**config.mk**
```make
export PLATFORM = sky130hd
export DESIGN_NAME = pafc_top
export DESIGN_NICKNAME = d
export VERILOG_FILES = /design/src/verilog/pafc_pkg.sv /design/src/verilog/pafc_reg_if.sv /design/src/verilog/pafc_avl.sv /design/src/verilog/pafc_conv.sv /design/src/verilog/pafc_top.sv
export SDC_FILE = /design/constraint.sdc
export NUM_CORES = 1
export LEC_CHECK = 0
export BUFFER_PORTS_ARGS = -buffer_cell sky130_fd_sc_hd__buf_2
export CAP_MARGIN = 40
export CELL_PAD_IN_SITES_DETAIL_PLACEMENT = 1
export CELL_PAD_IN_SITES_GLOBAL_PLACEMENT = 2
export CORE_UTILIZATION = 37
export CTS_CLUSTER_DIAMETER = 150
export DETAILED_ROUTE_END_ITERATION = 10
export GPL_ROUTABILITY_DRIVEN = 0
export PLACE_DENSITY_LB_ADDON = 0.15
export SKIP_CTS_REPAIR_TIMING = 1
export SYNTH_ARGS = -nofsm -noshare
export SYNTH_HDL_FRONTEND = slang
export SYNTH_SLANG_ARGS = --single-unit
```
**constraint.sdc**
```tcl
create_clock -name clk_i -period 3.2 [get_ports clk_i]
set_input_delay 0.16 -clock clk_i [delete_from_list [all_inputs] [get_ports clk_i]]
set_output_delay 0.16 -clock clk_i [all_outputs]
set_load 0.02 [all_outputs]
```
**src/verilog/pafc_pkg.sv**
```systemverilog
// Purpose: shared constants, register map and helpers of the port configuration block
// Assumes: 32-bit Avalon-MM word registers, 8-bit ports
// Notes: offsets are byte addresses; each register takes one aligned word

package pafc_pkg;

   // ****************************************************************
   // register map
   // ****************************************************************
   localparam logic [5:0] PAFC_OFS_DATA = 6'h00; // port_data_register, +4 per port
   localparam logic [5:0] PAFC_OFS_DIR = 6'h10; // port_direction_field, +4 per port
   localparam logic [5:0] PAFC_OFS_ADSEL = 6'h20; // analog_digital_select
   localparam logic [5:0] PAFC_OFS_CHSEL = 6'h24; // conversion_channel_select
   localparam logic [5:0] PAFC_OFS_CLKPIN = 6'h28; // clock_pin_mode_select
   localparam logic [5:0] PAFC_OFS_BITOP = 6'h2C; // single-bit write command
   localparam logic [5:0] PAFC_OFS_STAT = 6'h30; // converter pin status

   // ****************************************************************
   // reset values
   // ****************************************************************
   localparam logic [7:0] PAFC_RST_DATA = 8'h00;
   localparam logic [7:0] PAFC_RST_DIR = 8'hFF;
   localparam logic [3:0] PAFC_RST_ADSEL = 4'h0;
   localparam logic [2:0] PAFC_RST_CHSEL = 3'h0;
   localparam logic [7:0] PAFC_RST_CLKPIN = 8'h00;
   localparam logic [9:0] PAFC_RST_BITOP = 10'h000;

   // ****************************************************************
   // field positions and limits
   // ****************************************************************
   localparam int PAFC_CLK_MAIN_EXT = 7;
   localparam int PAFC_CLK_MAIN_OSC = 6;
   localparam int PAFC_CLK_SUB_EXT = 5;
   localparam int PAFC_CLK_SUB_OSC = 4;
   localparam int PAFC_BIT_VAL = 0;
   localparam int PAFC_BIT_POS_LSB = 4;
   localparam int PAFC_BIT_PORT_LSB = 8;
   localparam int PAFC_STAT_BAD_LSB = 8;
   localparam logic [3:0] PAFC_ADSEL_MAX = 4'h8;
   localparam int PAFC_OSC_MAIN_A = 1; // resonator side of main pair
   localparam int PAFC_OSC_MAIN_B = 2; // resonator or external clock input
   localparam int PAFC_OSC_SUB_A = 3;
   localparam int PAFC_OSC_SUB_B = 4;

   // ****************************************************************
   // helpers
   // ****************************************************************
   // read view of a port: pin level in input mode, latch in output mode
   function automatic logic [7:0] pafc_port_read(input logic [7:0] latch, input logic [7:0] dir,
                                                 input logic [7:0] pin);
      pafc_port_read = (dir & pin) | (~dir & latch);
   endfunction

   // pins below the select value are digital, the rest analog
   function automatic logic [7:0] pafc_analog_mask(input logic [3:0] adsel);
      logic [8:0] dig;
      dig = 9'h000;
      for (int i = 0; i < 8; i++)
      begin
         dig[i] = (4'(i) < adsel);
      end
      pafc_analog_mask = ~dig[7:0];
   endfunction

endpackage

```
**src/verilog/pafc_reg_if.sv**
```systemverilog
// Purpose: register access channel between bus slave and register file
// Assumes: one access in flight at a time
// Notes: start and commit are one-cycle pulses

`timescale 1ns/1ps

interface pafc_reg_if;
   logic start; // access accepted
   logic commit; // write takes effect now
   logic write;
   logic [5:0] addr;
   logic [31:0] wdata;
   logic [3:0] be;
   logic done; // register file ready to answer
   logic [31:0] rdata;

   modport bus (output start, commit, write, addr, wdata, be, input done, rdata);
   modport regs (input start, commit, write, addr, wdata, be, output done, rdata);
endinterface

```
**src/verilog/pafc_avl.sv**
```systemverilog
// Purpose: Avalon-MM slave front end with waitrequest
// Assumes: master holds the request until waitrequest is sampled low
// Notes: waitrequest is high by default and drops for exactly one cycle

`timescale 1ns/1ps

module pafc_avl
   import pafc_pkg::*;
(
   // clock and reset
   input wire logic clk_i,
   input wire logic rst_i,
   // avalon slave
   input wire logic [5:0] avs_address_i,
   input wire logic avs_read_i,
   input wire logic avs_write_i,
   input wire logic [31:0] avs_writedata_i,
   input wire logic [3:0] avs_byteenable_i,
   output logic [31:0] avs_readdata_o,
   output logic avs_waitrequest_o,
   // register file side
   pafc_reg_if.bus rif
);

   typedef enum logic [1:0] {PAFC_B_IDLE, PAFC_B_BUSY, PAFC_B_ACK} pafc_bst_t;
   typedef struct packed {
      pafc_bst_t st;
      logic wait_r;
      logic [31:0] rdata;
   } pafc_avl_t;

   pafc_avl_t s_q;
   pafc_avl_t s_d;

   // ****************************************************************
   // handshake
   // ****************************************************************
   // request fields pass straight through; the master keeps them steady
   assign rif.start = (s_q.st == PAFC_B_IDLE) && (avs_read_i || avs_write_i);
   assign rif.commit = (s_q.st == PAFC_B_ACK) && avs_write_i;
   assign rif.write = avs_write_i;
   assign rif.addr = avs_address_i;
   assign rif.wdata = avs_writedata_i;
   assign rif.be = avs_byteenable_i;

   // next state
   always_comb
   begin
      s_d = s_q;
      unique case (s_q.st)
         PAFC_B_IDLE:
         begin
            if (avs_read_i || avs_write_i)
            begin
               s_d.st = PAFC_B_BUSY;
            end
         end
         PAFC_B_BUSY:
         begin
            if (rif.done)
            begin
               s_d.st = PAFC_B_ACK;
               s_d.wait_r = 1'b0;
               s_d.rdata = avs_read_i ? rif.rdata : 32'h00000000;
            end
         end
         PAFC_B_ACK:
         begin
            // read data drop back to zero once the answer cycle is over
            s_d.st = PAFC_B_IDLE;
            s_d.wait_r = 1'b1;
            s_d.rdata = 32'h00000000;
         end
         default:
         begin
            s_d.st = PAFC_B_IDLE;
            s_d.wait_r = 1'b1;
            s_d.rdata = 32'h00000000;
         end
      endcase
   end

   // state register
   always_ff @(posedge clk_i)
   begin
      if (rst_i)
      begin
         s_q <= '{st: PAFC_B_IDLE, wait_r: 1'b1, rdata: 32'h00000000};
      end
      else
      begin
         s_q <= s_d;
      end
   end

   assign avs_readdata_o = s_q.rdata;
   assign avs_waitrequest_o = s_q.wait_r;

endmodule

```
**src/verilog/pafc_conv.sv**
```systemverilog
// Purpose: converter pin function decode
// Assumes: select value already limited to the legal range
// Notes: purely combinational, registered by the caller

`timescale 1ns/1ps

module pafc_conv
   import pafc_pkg::*;
(
   // configuration
   input wire logic [3:0] adsel_i,
   input wire logic [7:0] dir_i,
   input wire logic [2:0] chsel_i,
   // decoded pin function
   output logic [7:0] analog_o,
   output logic [7:0] sample_o,
   output logic [7:0] bad_o
);

   logic [7:0] chan_hot;

   // channel select as one-hot
   always_comb
   begin
      chan_hot = 8'h00;
      chan_hot[chsel_i] = 1'b1;
   end

   // function follows select plus direction bits
   assign analog_o = pafc_analog_mask(adsel_i);
   assign sample_o = analog_o & dir_i & chan_hot;
   assign bad_o = analog_o & ~dir_i;

endmodule

```
**src/verilog/pafc_top.sv**
```systemverilog
// Purpose: port pin configuration for alternate-function use, with single-bit write
// Assumes: pin inputs synchronous to clk_i; register access over Avalon-MM
// Notes: one port carries converter inputs, one carries the four oscillator pins
//
// How it works
// - analog, input-mode, selected converter pin becomes the sampled input.
// - analog, input-mode, unselected converter pin stays analog, not converted.
// - converter pin follows analog select and direction; analog plus output prohibited.
// - oscillator pins in clock modes ignore direction and latch bits.
// - clock pin mode select resets to zero, all pins ordinary port pins.
// - single-bit write is read eight bits, modify one, write eight back.
// - writes update latches; reads give latch for outputs, pin for inputs.
// - single-bit write also loads untargeted input latches with pin levels.
// - direction zero enables output buffer, one makes pin an input.
// - reset clears latches; a written latch holds until rewritten.

`timescale 1ns/1ps

module pafc_top
   import pafc_pkg::*;
#(
   parameter int NPORT = 4,
   parameter int CONV_PORT = 2,
   parameter int OSC_PORT = 3
)
(
   // clock and reset
   input wire logic clk_i,
   input wire logic rst_i,
   // avalon slave
   input wire logic [5:0] avs_address_i,
   input wire logic avs_read_i,
   input wire logic avs_write_i,
   input wire logic [31:0] avs_writedata_i,
   input wire logic [3:0] avs_byteenable_i,
   output logic [31:0] avs_readdata_o,
   output logic avs_waitrequest_o,
   // board pins
   input wire logic [NPORT-1:0][7:0] pin_in_i,
   output logic [NPORT-1:0][7:0] pin_out_o,
   output logic [NPORT-1:0][7:0] pin_oe_o,
   // converter pins
   output logic [7:0] conv_analog_o,
   output logic [7:0] conv_sample_o,
   // oscillator pin modes
   output logic osc_main_osc_o,
   output logic osc_main_ext_o,
   output logic osc_sub_osc_o,
   output logic osc_sub_ext_o
);

   // ****************************************************************
   // elaboration checks
   // ****************************************************************
   // the map has room for four ports at two address bits
   if (NPORT < 1 || NPORT > 4)
   begin : g_chk_nport
      $error("pafc_top: NPORT must be 1 to 4");
   end
   if (CONV_PORT >= NPORT || OSC_PORT >= NPORT || CONV_PORT == OSC_PORT)
   begin : g_chk_ports
      $error("pafc_top: converter and oscillator ports must be distinct and present");
   end

   // ****************************************************************
   // state
   // ****************************************************************
   typedef enum logic [1:0] {PAFC_T_IDLE, PAFC_T_RD, PAFC_T_MOD, PAFC_T_DONE} pafc_tst_t;
   typedef struct packed {
      logic [NPORT-1:0][7:0] data;
      logic [NPORT-1:0][7:0] dir;
      logic [3:0] adsel;
      logic [2:0] chsel;
      logic [7:0] clkpin;
      logic [9:0] bitcmd;
      pafc_tst_t tst;
      logic [7:0] rmw;
      logic [NPORT-1:0][7:0] pin_out;
      logic [NPORT-1:0][7:0] pin_oe;
      logic [7:0] analog;
      logic [7:0] sample;
      logic [7:0] bad;
      logic [3:0] osc;
   } pafc_top_t;

   pafc_top_t s_q;
   pafc_top_t s_d;

   pafc_reg_if rif();

   logic [7:0] conv_analog;
   logic [7:0] conv_sample;
   logic [7:0] conv_bad;
   logic [1:0] acc_port;
   logic [1:0] bit_port;
   logic [2:0] bit_pos;
   logic bitop_wr;
   logic [7:0] osc_taken;
   logic [7:0] be0_data;

   // ****************************************************************
   // bus front end and converter decode
   // ****************************************************************
   pafc_avl u_avl (
      .clk_i(clk_i),
      .rst_i(rst_i),
      .avs_address_i(avs_address_i),
      .avs_read_i(avs_read_i),
      .avs_write_i(avs_write_i),
      .avs_writedata_i(avs_writedata_i),
      .avs_byteenable_i(avs_byteenable_i),
      .avs_readdata_o(avs_readdata_o),
      .avs_waitrequest_o(avs_waitrequest_o),
      .rif(rif.bus)
   );

   pafc_conv u_conv (
      .adsel_i(s_q.adsel),
      .dir_i(s_q.dir[CONV_PORT]),
      .chsel_i(s_q.chsel),
      .analog_o(conv_analog),
      .sample_o(conv_sample),
      .bad_o(conv_bad)
   );

   // ****************************************************************
   // access decode
   // ****************************************************************
   assign acc_port = rif.addr[3:2];
   assign bit_port = s_q.bitcmd[PAFC_BIT_PORT_LSB +: 2];
   assign bit_pos = s_q.bitcmd[PAFC_BIT_POS_LSB +: 3];
   assign bitop_wr = rif.write && (rif.addr == PAFC_OFS_BITOP);
   assign be0_data = rif.wdata[7:0];

   // plain accesses answer at once; single-bit writes wait for the sequence
   assign rif.done = (s_q.tst == PAFC_T_DONE) || (s_q.tst == PAFC_T_IDLE && !bitop_wr);

   // oscillator pins claimed by the clock pin mode select
   always_comb
   begin
      osc_taken = 8'h00;
      osc_taken[PAFC_OSC_MAIN_A] = s_q.clkpin[PAFC_CLK_MAIN_OSC] && !s_q.clkpin[PAFC_CLK_MAIN_EXT];
      osc_taken[PAFC_OSC_MAIN_B] = s_q.clkpin[PAFC_CLK_MAIN_OSC];
      osc_taken[PAFC_OSC_SUB_A] = s_q.clkpin[PAFC_CLK_SUB_OSC] && !s_q.clkpin[PAFC_CLK_SUB_EXT];
      osc_taken[PAFC_OSC_SUB_B] = s_q.clkpin[PAFC_CLK_SUB_OSC];
   end

   // ****************************************************************
   // read data
   // ****************************************************************
   // unmapped addresses and absent ports read as zero
   always_comb
   begin
      rif.rdata = 32'h00000000;
      if (rif.addr[5:4] == PAFC_OFS_DATA[5:4] && rif.addr[1:0] == 2'b00)
      begin
         if (int'(acc_port) < NPORT)
         begin
            rif.rdata[7:0] = pafc_port_read(s_q.data[acc_port], s_q.dir[acc_port],
                                            pin_in_i[acc_port]);
         end
      end
      else if (rif.addr[5:4] == PAFC_OFS_DIR[5:4] && rif.addr[1:0] == 2'b00)
      begin
         if (int'(acc_port) < NPORT)
         begin
            rif.rdata[7:0] = s_q.dir[acc_port];
         end
      end
      else
      begin
         unique case (rif.addr)
            PAFC_OFS_ADSEL: rif.rdata[3:0] = s_q.adsel;
            PAFC_OFS_CHSEL: rif.rdata[2:0] = s_q.chsel;
            PAFC_OFS_CLKPIN: rif.rdata[7:0] = s_q.clkpin;
            PAFC_OFS_BITOP: rif.rdata[9:0] = s_q.bitcmd;
            PAFC_OFS_STAT: rif.rdata[15:0] = {s_q.bad, s_q.analog};
            default: rif.rdata = 32'h00000000;
         endcase
      end
   end

   // ****************************************************************
   // next state
   // ****************************************************************
   always_comb
   begin
      s_d = s_q;

      // single-bit write sequence: read, modify, then write at commit
      unique case (s_q.tst)
         PAFC_T_IDLE:
         begin
            if (rif.start && bitop_wr)
            begin
               s_d.bitcmd = rif.wdata[9:0];
               s_d.tst = PAFC_T_RD;
            end
         end
         PAFC_T_RD:
         begin
            // whole port is read, input pins give their live level
            if (int'(bit_port) < NPORT)
            begin
               s_d.rmw = pafc_port_read(s_q.data[bit_port], s_q.dir[bit_port],
                                        pin_in_i[bit_port]);
            end
            s_d.tst = PAFC_T_MOD;
         end
         PAFC_T_MOD:
         begin
            s_d.rmw[bit_pos] = s_q.bitcmd[PAFC_BIT_VAL];
            s_d.tst = PAFC_T_DONE;
         end
         PAFC_T_DONE:
         begin
            if (rif.commit)
            begin
               s_d.tst = PAFC_T_IDLE;
               if (int'(bit_port) < NPORT)
               begin
                  s_d.data[bit_port] = s_q.rmw;
               end
            end
         end
      endcase

      // plain register writes, low byte lane only carries data
      if (rif.commit && rif.be[0] && !bitop_wr)
      begin
         if (rif.addr[5:4] == PAFC_OFS_DATA[5:4] && rif.addr[1:0] == 2'b00)
         begin
            if (int'(acc_port) < NPORT)
            begin
               s_d.data[acc_port] = be0_data;
            end
         end
         else if (rif.addr[5:4] == PAFC_OFS_DIR[5:4] && rif.addr[1:0] == 2'b00)
         begin
            if (int'(acc_port) < NPORT)
            begin
               s_d.dir[acc_port] = be0_data;
            end
         end
         else if (rif.addr == PAFC_OFS_ADSEL)
         begin
            // prohibited select values are refused, the old value stays
            if (be0_data[3:0] <= PAFC_ADSEL_MAX && be0_data[7:4] == 4'h0)
            begin
               s_d.adsel = be0_data[3:0];
            end
         end
         else if (rif.addr == PAFC_OFS_CHSEL)
         begin
            s_d.chsel = be0_data[2:0];
         end
         else if (rif.addr == PAFC_OFS_CLKPIN)
         begin
            s_d.clkpin = be0_data;
         end
      end

      // pin drive: direction zero drives, converter analog and clock pins never do
      for (int p = 0; p < NPORT; p++)
      begin
         s_d.pin_out[p] = s_q.data[p];
         s_d.pin_oe[p] = ~s_q.dir[p];
         if (p == CONV_PORT)
         begin
            s_d.pin_oe[p] = ~s_q.dir[p] & ~conv_analog;
         end
         if (p == OSC_PORT)
         begin
            s_d.pin_oe[p] = ~s_q.dir[p] & ~osc_taken;
            s_d.pin_out[p] = s_q.data[p] & ~osc_taken;
         end
      end

      // converter and oscillator status, registered for the ports
      s_d.analog = conv_analog;
      s_d.sample = conv_sample;
      s_d.bad = conv_bad;
      s_d.osc[0] = s_q.clkpin[PAFC_CLK_MAIN_OSC] && !s_q.clkpin[PAFC_CLK_MAIN_EXT];
      s_d.osc[1] = s_q.clkpin[PAFC_CLK_MAIN_OSC] && s_q.clkpin[PAFC_CLK_MAIN_EXT];
      s_d.osc[2] = s_q.clkpin[PAFC_CLK_SUB_OSC] && !s_q.clkpin[PAFC_CLK_SUB_EXT];
      s_d.osc[3] = s_q.clkpin[PAFC_CLK_SUB_OSC] && s_q.clkpin[PAFC_CLK_SUB_EXT];
   end

   // ****************************************************************
   // state register
   // ****************************************************************
   // reset values match the decoded outputs except analog and sample, which reset to zero, not FF and 01
   always_ff @(posedge clk_i)
   begin
      if (rst_i)
      begin
         s_q.data <= {NPORT{PAFC_RST_DATA}};
         s_q.dir <= {NPORT{PAFC_RST_DIR}};
         s_q.adsel <= PAFC_RST_ADSEL;
         s_q.chsel <= PAFC_RST_CHSEL;
         s_q.clkpin <= PAFC_RST_CLKPIN;
         s_q.bitcmd <= PAFC_RST_BITOP;
         s_q.tst <= PAFC_T_IDLE;
         s_q.rmw <= 8'h00;
         s_q.pin_out <= {NPORT{8'h00}};
         s_q.pin_oe <= {NPORT{8'h00}};
         s_q.analog <= 8'h00;
         s_q.sample <= 8'h00;
         s_q.bad <= 8'h00;
         s_q.osc <= 4'h0;
      end
      else
      begin
         s_q <= s_d;
      end
   end

   // ****************************************************************
   // outputs
   // ****************************************************************
   assign pin_out_o = s_q.pin_out;
   assign pin_oe_o = s_q.pin_oe;
   assign conv_analog_o = s_q.analog;
   assign conv_sample_o = s_q.sample;
   assign osc_main_osc_o = s_q.osc[0];
   assign osc_main_ext_o = s_q.osc[1];
   assign osc_sub_osc_o = s_q.osc[2];
   assign osc_sub_ext_o = s_q.osc[3];

endmodule
```
==> results of run 1 <==
path summary, 6_finish.rpt:
kind / from / endpoint / slack (ps) / cells after the start
max: s_q[100]$_SDFFE_PP0P_ / u_avl.avs_readdata_o[8]$_SDFFE_PP0P_ / 920 / 6
min: avs_writedata_i[2] / s_q[125]$_SDFFE_PP0P_ / 40 / 3
max reg2reg: s_q[100]$_SDFFE_PP0P_ / u_avl.avs_readdata_o[8]$_SDFFE_PP0P_ / 920 / 6
min reg2reg: u_avl.avs_readdata_o[9]$_SDFFE_PP0P_ / u_avl.avs_readdata_o[9]$_SDFFE_PP0P_ / 450 / 2
state kept, by name, indices dropped and copies added, names as in the netlist:
signal / count
u_avl.avs_readdata_o: 16
bit_pos: 3
u_avl.avs_waitrequest_o: 1
u_avl.s_q: 2
conv_analog_o: 8
pin_out_o: 32
s_d: 24
osc_taken: 2
bit_port: 2
s_q: 76
osc_sub_osc_o: 1
osc_main_osc_o: 1
pin_oe_o: 32
osc_main_ext_o: 1
conv_sample_o: 8
osc_sub_ext_o: 1
placed cells by master, fill, tap and decap left out, types with 5 or more instances in the layout:
master and instances:
clkbuf_8 5, nor2b_1 37, a211oi_1 39, buf_4 28, and3_1 7, bufinv_16 6, conb_1 16, mux4_2 51
clkinv_2 5, inv_1 18, a211o_1 24, clkbuf_16 25, a22o_1 5, nor2_1 133, buf_2 152, a21oi_1 37
nor3_1 18, mux2i_1 56, o21ai_0 8, nand3_1 17, nor3b_1 9, dfxtp_1 209, mux2_2 8, a31oi_1 7
nand2_1 49, o211ai_1 15
power groups by stage:
stage	Combinational [mW]	Clock (mW)	Sequential, mW
after floorplan	0.338	0	2.76
after global routing	0.533	3.38	2.74
after global placement	0.477	0	2.79
after detailed placement	0.482	0	2.79
after CTS	0.484	3.27	2.73
final	0.490	3.19	2.73
kinds of logic after synthesis:
family | count (synthesis)
buf+inv | 205
simple gates | 310
other cells | 1
compound gates | 154
flops | 210
fa+ha+maj | 4
mux | 115
per-layer routing:
| metal | global-route usage, % | wire [um] | vias to the layer above |
|---|---|---|---|
| met1 | 34.0 | 15200 | 3772 |
| met3 | 3.70 | 1830 | 42 |
| met4 | 5.49 | 602 | 0 |
| met2 | 36.8 | 14400 | 242 |
| met5 | 0 | 0 | - |
| li1 | - | - | 3507 |
layout make-up:
class,count,area [sq um]
flip-flops and latches,210,4210
fillers,2962,14900
repair buffers,186,1050
clock buffers,30,694
inverters,18,67.6
well taps,335,419
clock inverters,15,239
multi-input cells,599,4550
per-stage QoR:
stage               cell area [sq um]  hold slack, ps
finish                          11200            38.0
global placement                10300             393
detailed placement              10300             403
CTS                             11200            -142
floorplan                        9970             251
global route                    11200            21.5
tightest hold or removal path, cell delays in order:
cell     delay, ps
buf_2          200
nand2_1         90
a21oi_1         60
==> summary.md, run 1 <==
Counting flops with a built-in enable in the synthesized netlist gives 0. Of the total power, combinational logic draws 7.6%. The remaining global-route overflow is 0, and the total power is 6.41 mW. The main flop type after synthesis was dfxtp_1.

After synthesis, the cell types taking the most area are dfxtp_1, mux4_2, buf_4, mux2i_1, nor2_1. The net switching fraction of the power works out to 24.2%. The sort of element at the end of the critical path was a register. The critical path goes through ha_1 > and4b_1 > a21oi_2 > nor2_1 > or4_1 > a21oi_1. Of all cell types, the one taking the most synthesized area is dfxtp_1. At the worst endpoint, the arrival time is 2730 ps. The tools report the relative contribution of sequential cells to total power as 42.6%. Clock tree synthesis inserted a total of 25 buffers.

The number of pins with negative max-slew slack in the final report is 0, and the relative slew slack is 51.0%. STA classifies the critical path startpoint as a register. Clock-pin slew was measured on the worst setup and hold paths at 60 ps.

The stage delay of the slowest cell on the critical path came out at 550 ps. Timing analysis after detailed placement gives a worst setup slack of 920 ps. Of the post-synthesis cell area, the part taken by muxes is 18.2%.

Setup slack on the critical path of the routed design comes to 924 ps. The repair_antennas step left the layout with diodes totalling 0. The tools report the total routed wirelength as 31900 um.

Entering global routing, the biggest net connects 62 pins. The number of instances in the placed design is 1344, and the count of distinct cell types in the synthesized netlist is 55. The top cell type by area accounts for 42.4% of the synthesized area. Internal power comes to 4.86 mW. For this run, the top clock speed supported by timing is 439 MHz.

Slowest stage cell on the critical path: or4_1. Across every metal layer, demand over resource in global routing totals 23.6%. In this run the mean area of a mapped cell was 9.92 sq um. The tree is rooted in a clkbuf_16. The cell area that synthesis handed to floorplanning was 9910 sq um.

The clock network is responsible for 49.7% of the overall power. The total number of placement rows came out at 59. The die boundary width is 166 um. The number of buffers inserted by port buffering is 153, and the number of max-capacitance violations reported is 0.

CTS saw 210 sinks. The number of warnings printed during yosys synthesis was 0. The finished layout holds 1393 standard cells, fillers aside. For the worst-skew pair, the clock arrives at the later sink with an insertion delay of 530 ps. In this run the remaining antenna-violating nets after routing total 0. The routed design could run at a clock period as short as 2280 ps. Across the routed clock network, the largest skew measured is 16.8 ps. Of the synthesized area, sequential elements account for 42.4%. Count of buffer and inverter cells on the critical path: 0. The largest vdd supply drop is 0.000316 V, and the residual DRC count is 32. TritonCTS built the clock tree. After the last flow step, the layout net total stands at 1122.

The flow ran to the end, but the final reports show violations. The global-route wire length before repair is 49200 um, and the static leakage is 4.70 nW. The analysis attributes to net switching a power of 1.55 mW.

After Yosys synthesis, and, or, nand and nor cells account for 15.6% of the synthesized area. The synthesized netlist devotes 0.505% of its cell area to adder and majority cells. Of the total synthesized cell area, the portion taken by XOR and XNOR cells is 0%.

Die height: 166 um. The cell with the most instances after synthesis was dfxtp_1. The first detailed-routing pass took 8 iterations. The critical path is of the register to register type. STA puts the critical path data required time at 3650 ps. The detailed router finished its first iteration with 640 violations.

The run gives 27400 sq um as the area of the die. The run gives 7677 as the number of global-route vias before repair. The detailed router placed 7563 vias in this run. After detailed routing, the average wire length per cell comes to 22.9 um.

Of the available clock period, the critical path in the final layout requires 71.1%. Power density of the placed cells: 571 nW/um^2. Grouping stages by cell kind, the critical path spends the most delay in simple AND/OR/NAND/NOR gates.

The post-synthesis cell count is 999. Detailed placement ended at an HPWL of 23300 um. The checks that failed: design-rule violations. Summing the areas of all compound-gate instances in the mapped netlist gives 10.9% of the synthesized area.

At the pin with the least slew margin, the transition time is 735 ps. After synthesis, the largest family of logic cells by area is multiplexers. For this configuration, the core starts out at a cell density of 37.9%.

The initial antenna violation count is 1, and the core region area is 26100 sq um. In the routed layout, each cell is associated on average with a via count of 5.43. The clock passes through at most 3 buffers.

Setup violations remaining at the end of the flow were counted as 0. The share of final-layout standard cells stronger than drive strength 1 was 28.0%. The commonest cells after synthesis are dfxtp_1, nor2_1, buf_4, mux2i_1, mux4_2. For this design the top-level I/O count stands at 195.

Post-layout utilization of the core: 43.0%. The path class of the tightest hold or removal check is primary input to register. In this run, synthesis produced a sequential element count of 210. In the synthesized netlist the async set-or-reset flop fraction comes to 0%. After routing, the total negative slack on setup checks comes to 0 ps. The area growth from synthesis to layout came out at 13.2%.

The peak fanout along the critical path works out to 8. Setup repair after global routing left no endpoint under its margin. For the CTS H-tree depth, the log shows 1. Hold violation count in the final report: 0.
No activity file was read; power rests on OpenSTA's default activity.
==> inputs of run 2 (changes only) <==
Settings changed: ABC_AREA set to 1, CORE_UTILIZATION 37 to 28.
Clock period 3.2 ns to 2.05 ns, I/O delays scaled along.
==> summary.md, run 2 <==
Of the total power, registers draw 41.5%. The met2 usage in global routing came out at 37.9%. The fraction of registers with async set or reset after synthesis works out to 0%.

The internal power of the cells totals 7.28 mW. Net switching is 29.2% of the power. The share of final-layout standard cells stronger than drive strength 1 came out at 17.8%. The tools report the TritonCTS sink count as 210. The floorplan has 70 rows.

The routed design could run at a clock period as short as 1890 ps. For the number of pins with negative max-slew slack in the final report, the log shows 0. The first global-routing pass estimated 65200 um of wire. TritonCTS built the clock tree.

The remaining global-route overflow was 0; the number of max-capacitance violations reported was 0. Of the available clock period, the critical path in the final layout requires 92.2%. The core region area came out at 36700 sq um.

The worst setup path is launched from a register. Initial antenna violation count: 1. Number of enable flip-flop cells after synthesis: 0.

The worst path meets setup with 159 ps of slack. Synthesis inferred 210 register bits. The CTS H-tree depth is 1.

The worst hold path depth was 5. The number of search-and-repair iterations in the first detailed-routing pass was 5. Setup repair after global routing left no endpoint under its margin.

Counting flops per register, the top entry is s_q. The post-synthesis cell count is 1529. For the total number of vias, the log shows 9993. After clock tree synthesis, the clock-pin slew on the worst setup and hold paths is 60 ps.

In this run the cell area measured after placement is 11200 sq um. The worst pin sits at a relative slew slack of 65.4%. The worst setup path is captured at a register.

The peak fanout along the critical path was 10; the required time of the critical path was 2460 ps. The area share of the leading cell type in the synthesized netlist was 40.2%; the count of placed standard cells in the final layout, fillers left out was 2094. For the pin with the worst max-slew slack, the measured transition is 518 ps. The number of global-route vias before repair was 9979; the power density of the placed cells was 849 nW/um^2. The average wire per cell in the routed design works out to 21.1 um.

After the first detailed-routing iteration, the DRC count stood at 535. In this run the power spent charging and discharging nets is 3.01 mW. For the worst hold slack, the log shows 11.3 ps. For this design, the slowest cell found on the critical path is dfxtp_1. The post-DP HPWL was 33500 um. At the later pin of the worst-skew pair, clock insertion delay measures 550 ps. Of the total power, the clock network draws 44.4%. The mapped netlist covers 10500 sq um. Walking the worst path, the cells encountered are nand3_1 > nor2_1 > nand2_4 > nor2_4 > nand2_1 > nor2_1 > nor3_1.

The stage delay of the slowest cell on the critical path came out at 390 ps. The repair_antennas step left the layout with diodes totalling 0. After detailed routing, the total wire length is 44200 um. The number of nets in the finished design came out at 1688. Counting along the longest clock path gives a buffer depth of 3. On the final layout, the worst clock skew is 19.4 ps.

Per report_power, the combinational group accounts for 14.1% of the total. Fraction of met3 tracks used by global routing: 2.73%. Of all cell types, the one taking the most synthesized area is dfxtp_1.

The worst reg2reg path depth came out at 7. The busiest metal layer after global routing was met2. From left edge to right edge, the die measures 195 um. Summing internal, switching and leakage power gives 10.3 mW. The number of buffers inserted by port buffering works out to 153. Ranked by total cell area, the synthesized netlist is headed by dfxtp_1, nand2_1, buf_4, nor2_1, o21ai_0. In the synthesized netlist, the cells that appear most often are nand2_1, nor2_1, dfxtp_1, inv_1, o21ai_0. Among all cell types in the netlist, the one instantiated most often is nand2_1.

The area growth from synthesis to layout is 15.9%. The initial utilization of the core area, before any placement, comes to 28.5%. Number of antenna-violating nets in the routed design: 0. In this run the static leakage power is 5.62 nW. The most frequent standard cell in the layout excluding fill and tap cells is nand2_1. The floorplan step defined a die boundary enclosing 38100 sq um. Hold violation count in the final report: 0. Setup violations remaining at the end of the flow were counted as 0. The vias per cell works out to 4.77. A synthesized cell averages 6.84 sq um.

At the end of the flow the core is filled with cells to 33.0%. The most numerous cell on the critical path was nor2_1. The logs give 0 ps for the final total negative setup slack and 40.2% for the sequential-to-total area share from yosys stat. The run finished with clean final reports. The data arrival time at the worst-slack endpoint came out at 2300 ps. The library cell used as clock root buffer was clkbuf_16. The worst setup path is of the register to register kind. The register with the most flip-flops in the layout has 76 of them. For this run, the total global-route usage over all layers was measured as 23.2%. IR analysis of the VDD net gives a maximum drop of 0.000580 V. The number of instances in the placed design was 2039; the number of clock buffers inserted by TritonCTS was 26. Entering global routing, the biggest net connects 74 pins.

For met1 alone, demand over resource in global routing was 31.7%. The maximum operating frequency came out at 529 MHz. In the layout the commonest cells are nand2_1, nor2_1, dfxtp_1. During synthesis, Yosys emitted a total of 0 warnings. With fillers left out, the area of the finished cells amounts to 12100 sq um. The class of the tightest hold or removal check was primary input to register. The pre-CTS setup slack came out at 102 ps. In this run, distinct cell masters in the synthesized netlist total 35.

195 I/O pins were placed. The die height is 195 um. Among all flip-flop cells after synthesis, the most frequent one is dfxtp_1. In the routed design, unresolved DRC markers number 0.
[run 2: worst paths after layout]
check | start | endpoint | slack (ps)
worst max-delay path | u_avl.s_q[34]$_SDFFE_PP0P_ | s_d[67]$_SDFF_PP0_ | 160
worst min-delay path | pin_in_i[25] | s_q[93]$_SDFFE_PP0P_ | 10
worst max register to register | u_avl.s_q[34]$_SDFFE_PP0P_ | s_d[67]$_SDFF_PP0_ | 160
worst min register to register | s_q[156]$_SDFFE_PP1P_ | pin_oe_o[29]$_SDFF_PP0_ | 420
[run 2: final cells by class]
cell class | count | area [sq um]
inverter | 183 | 687
tap | 468 | 586
timing repair buffer | 213 | 1320
multi-input combinational | 972 | 4470
sequential | 210 | 4200
clock buffer | 36 | 739
fill | 4614 | 24600
clock inverter | 12 | 106
[run 2: critical path, delay by kind of cell (launching register included)]
family,cells,cell delay [ps]
and+or+nand+nor,7,1340
DFF,1,390
[run 2: logic make-up (layout without fill, tap and decap cells)]
logic type      Yosys count  count (layout)  synth area share [%]
fa+ha+maj                 4               4                 0.479
buf+inv                 362             444                  17.7
other cells               1              16                0.0359
compound gates          293             293                  14.7
flops                   210             210                  40.2
simple gates            659             659                  26.8
[run 2: power groups by stage]
stage / Sequential, mW / Combinational, mW / Clock [mW]
final: 4.27 / 1.45 / 4.57
after floorplan: 4.34 / 0.951 / 0
after detailed placement: 4.36 / 1.43 / 0
after global routing: 4.29 / 1.59 / 4.84
after CTS: 4.27 / 1.44 / 4.70
after global placement: 4.36 / 1.43 / 0
[run 2: per-layer routing]
| metal | vias to the layer above | routed length [um] |
|---|---|---|
| met4 | 0 | 1230 |
| met3 | 67 | 1810 |
| met5 | - | 0 |
| li1 | 4929 | - |
| met2 | 235 | 20300 |
| met1 | 4762 | 20900 |
==> inputs of run 3 (changes only) <==
Settings changed: CORE_UTILIZATION 28 to 31, GPL_TIMING_DRIVEN set to 1.
Clock period 2.05 ns to 1.85 ns, I/O delays scaled along.
==> summary.md, run 3 (synthesized netlist as in run 2, its figures left out) <==
Setup repair after global routing left no endpoint under its margin. Using the TritonRoute via totals, the vias-per-cell ratio works out to 4.84. The flow ran to the end, and the final reports show no timing, DRC or antenna violations. The run gives 0 as the number of max-capacitance violations reported. After clock tree synthesis, the clock-pin slew on the worst setup and hold paths is 60 ps.

The filler cells instantiated in the layout total 4240. Top register by number of flip-flops: s_q. The placed instance area was 11300 sq um.

For this block, the via count after detailed routing is 10.1k. The top cell types in the final layout, fill and taps aside, are nand2_1, nor2_1, dfxtp_1. The most frequent standard cell in the layout excluding fill and tap cells is nand2_1. The worst setup path is captured at a register.

The total overflow left after global routing is 0. The tools report the end of the worst hold path as bit_port[1]$_SDFFE_PP0P_. Setup slack closes at 167 ps. The critical path depth in cells works out to 8. For this run, the slowest stage of the critical path takes 410 ps. Input and output buffers added on the ports amount to 153.

The completed layout was analyzed and its total power is 11.2 mW. The hold path startpoint was avs_writedata_i[9]. Area growth from synthesis to layout: 16.9%. The class of the tightest hold or removal check is primary input to register. The final design instance area without fill is 12200 sq um. Broken down by cell family, the worst path's largest delay share belongs to compound AO/OA/AOI/OAI gates.

The tools report the initial antenna violation count as 0. The number of flip-flops in the largest register is 76. For this configuration, the core starts out at a cell density of 31.8%. At the worst endpoint, the arrival time is 2150 ps.

For the maximum buffer depth of the clock tree, the log shows 3. The pin count of the biggest net entering global routing came out at 51. The first detailed-routing pass ran for 5 iterations. The CTS H-tree depth is 1, and the total routed wirelength is 42900 um.

The worst setup path is launched from a register. For the final routed database, the setup TNS stands at 0 ps. The maximum operating frequency is 594 MHz, and the portion of the clock cycle consumed by the worst path in the final layout is 91.0%. The run gives 13.2 ps as the final clock skew. The tools report the hold violation count in the final report as 0. The tree is rooted in a clkbuf_16. The worst register-to-register path ends at s_q[98]$_SDFFE_PP0P_.

IR analysis of the VDD net gives a maximum drop of 0.000628 V. Measured on the finished design, the core utilization comes to 37.2%. In this run the worst path has a maximum fanout of 24. Detailed placement finished with a half-perimeter wire length of 32600 um.

In this run the static leakage power is 5.69 nW. The initialized floorplan defines 66 standard-cell rows. Number of pins with negative max-slew slack in the final report: 0. The count of antenna diodes in the layout came out at 0. Along the worst hold path, the cell count comes to 4. Start of the worst register-to-register path: bit_port[1]$_SDFFE_PP0P_.

TritonCTS created 25 clock buffers. For the required time of the critical path, the log shows 2320 ps. The slowest stage of the critical path belongs to the cell dfxtp_1. The critical path contains buffers and inverters numbering 3 combined.

In the routed design, unresolved DRC markers number 0. For the worst flop-to-flop path, the logic depth is 8. The number of nets in the finished design is 1709, and the power density of the placed cells is 914 nW/um^2. Critical path class: register to register. The tools report the number of antenna-violating nets in the routed design as 0. The critical path goes through inv_1 > nand2_1 > buf_12 > o22ai_1 > o21ai_0 > buf_4 > nand3_2 > a21oi_1. The TritonCTS sink count was 210; the overall fraction of global-route tracks in use was 25.0%. From bottom edge to top edge, the die measures 186 um. The tools report the count of boundary I/O pins as 195.

The total area inside the core boundary comes to 32900 sq um. For this block, the initial DRC count from the detailed router was 600. Setup slack of the most critical reg-to-reg path: 170 ps. Dividing the detail-routed wire length by the instance count gives 20.6 um.

Prior to clock tree synthesis, the placed netlist has a worst setup slack of 89.8 ps. In the final layout, the share of cells above drive strength 1 is 18.7%. The die boundary width is 186 um, and the number of global-route vias before repair is 9827. The clock latency on the worst-skew pair came out at 540 ps. The final critical path time including I/O delays and setup works out to 1680 ps. The die covers 34500 sq um. Setup violations remaining at the end of the flow were counted as 0. The first global-routing pass estimated 63000 um of wire. TritonCTS built the clock tree.
## run 3: area by class of cell
class	count	area (sq um)	share of cell area [%]
sequential	210	4200	34.4
tap	442	553	4.52
inverter	183	687	5.62
timing repair buffer	235	1540	12.6
clock inverter	9	82.6	0.676
clock buffer	32	672	5.50
multi-input combinational	972	4480	36.7
## run 3: through the flow
stage          hold WS (ps)  cells
2_1_floorplan           219   1544
3_3_place_gp            379   2032
3_5_place_dp            385   2032
4_1_cts                -177   2073
5_1_grt                81.7   2083
6_report               49.6   2083
## run 3: worst max-delay path by stage
stage                                       end                       start  slack, ps
after floorplan              s_d[65]$_SDFF_PP0_       s_q[100]$_SDFFE_PP0P_        360
after global placement    s_q[115]$_SDFFE_PP0P_  u_avl.s_q[34]$_SDFFE_PP0P_        120
after detailed placement  s_q[119]$_SDFFE_PP0P_  u_avl.s_q[34]$_SDFFE_PP0P_         90
after CTS                 s_q[119]$_SDFFE_PP0P_  u_avl.s_q[34]$_SDFFE_PP0P_         60
after global routing       s_q[95]$_SDFFE_PP0P_    bit_port[1]$_SDFFE_PP0P_        0.1
final                      s_q[98]$_SDFFE_PP0P_    bit_port[1]$_SDFFE_PP0P_        170
## run 3: metal layers
| metal | vias to the layer above | part of all wire, % | global-route usage, % |
|---|---|---|---|
| met3 | 48 | 4.2 | 2.52 |
| met1 | 4831 | 47 | 34.7 |
| met5 | - | 0 | 0 |
| li1 | 4954 | - | - |
| met4 | 0 | 2.6 | 7.34 |
| met2 | 243 | 46 | 40.8 |
## run 3: worst min-delay path: stages
cell and delay [ps]:
buf_2 110, o21ai_0 180, buf_4 120, a21oi_1 40
## run 3: where the power goes
part / switching, mW / internal, mW / total, mW
Clock: 2.00 / 2.69 / 4.69
Sequential: 0.0750 / 4.65 / 4.73
Combinational: 1.20 / 0.558 / 1.76
Total: 3.28 / 7.90 / 11.2
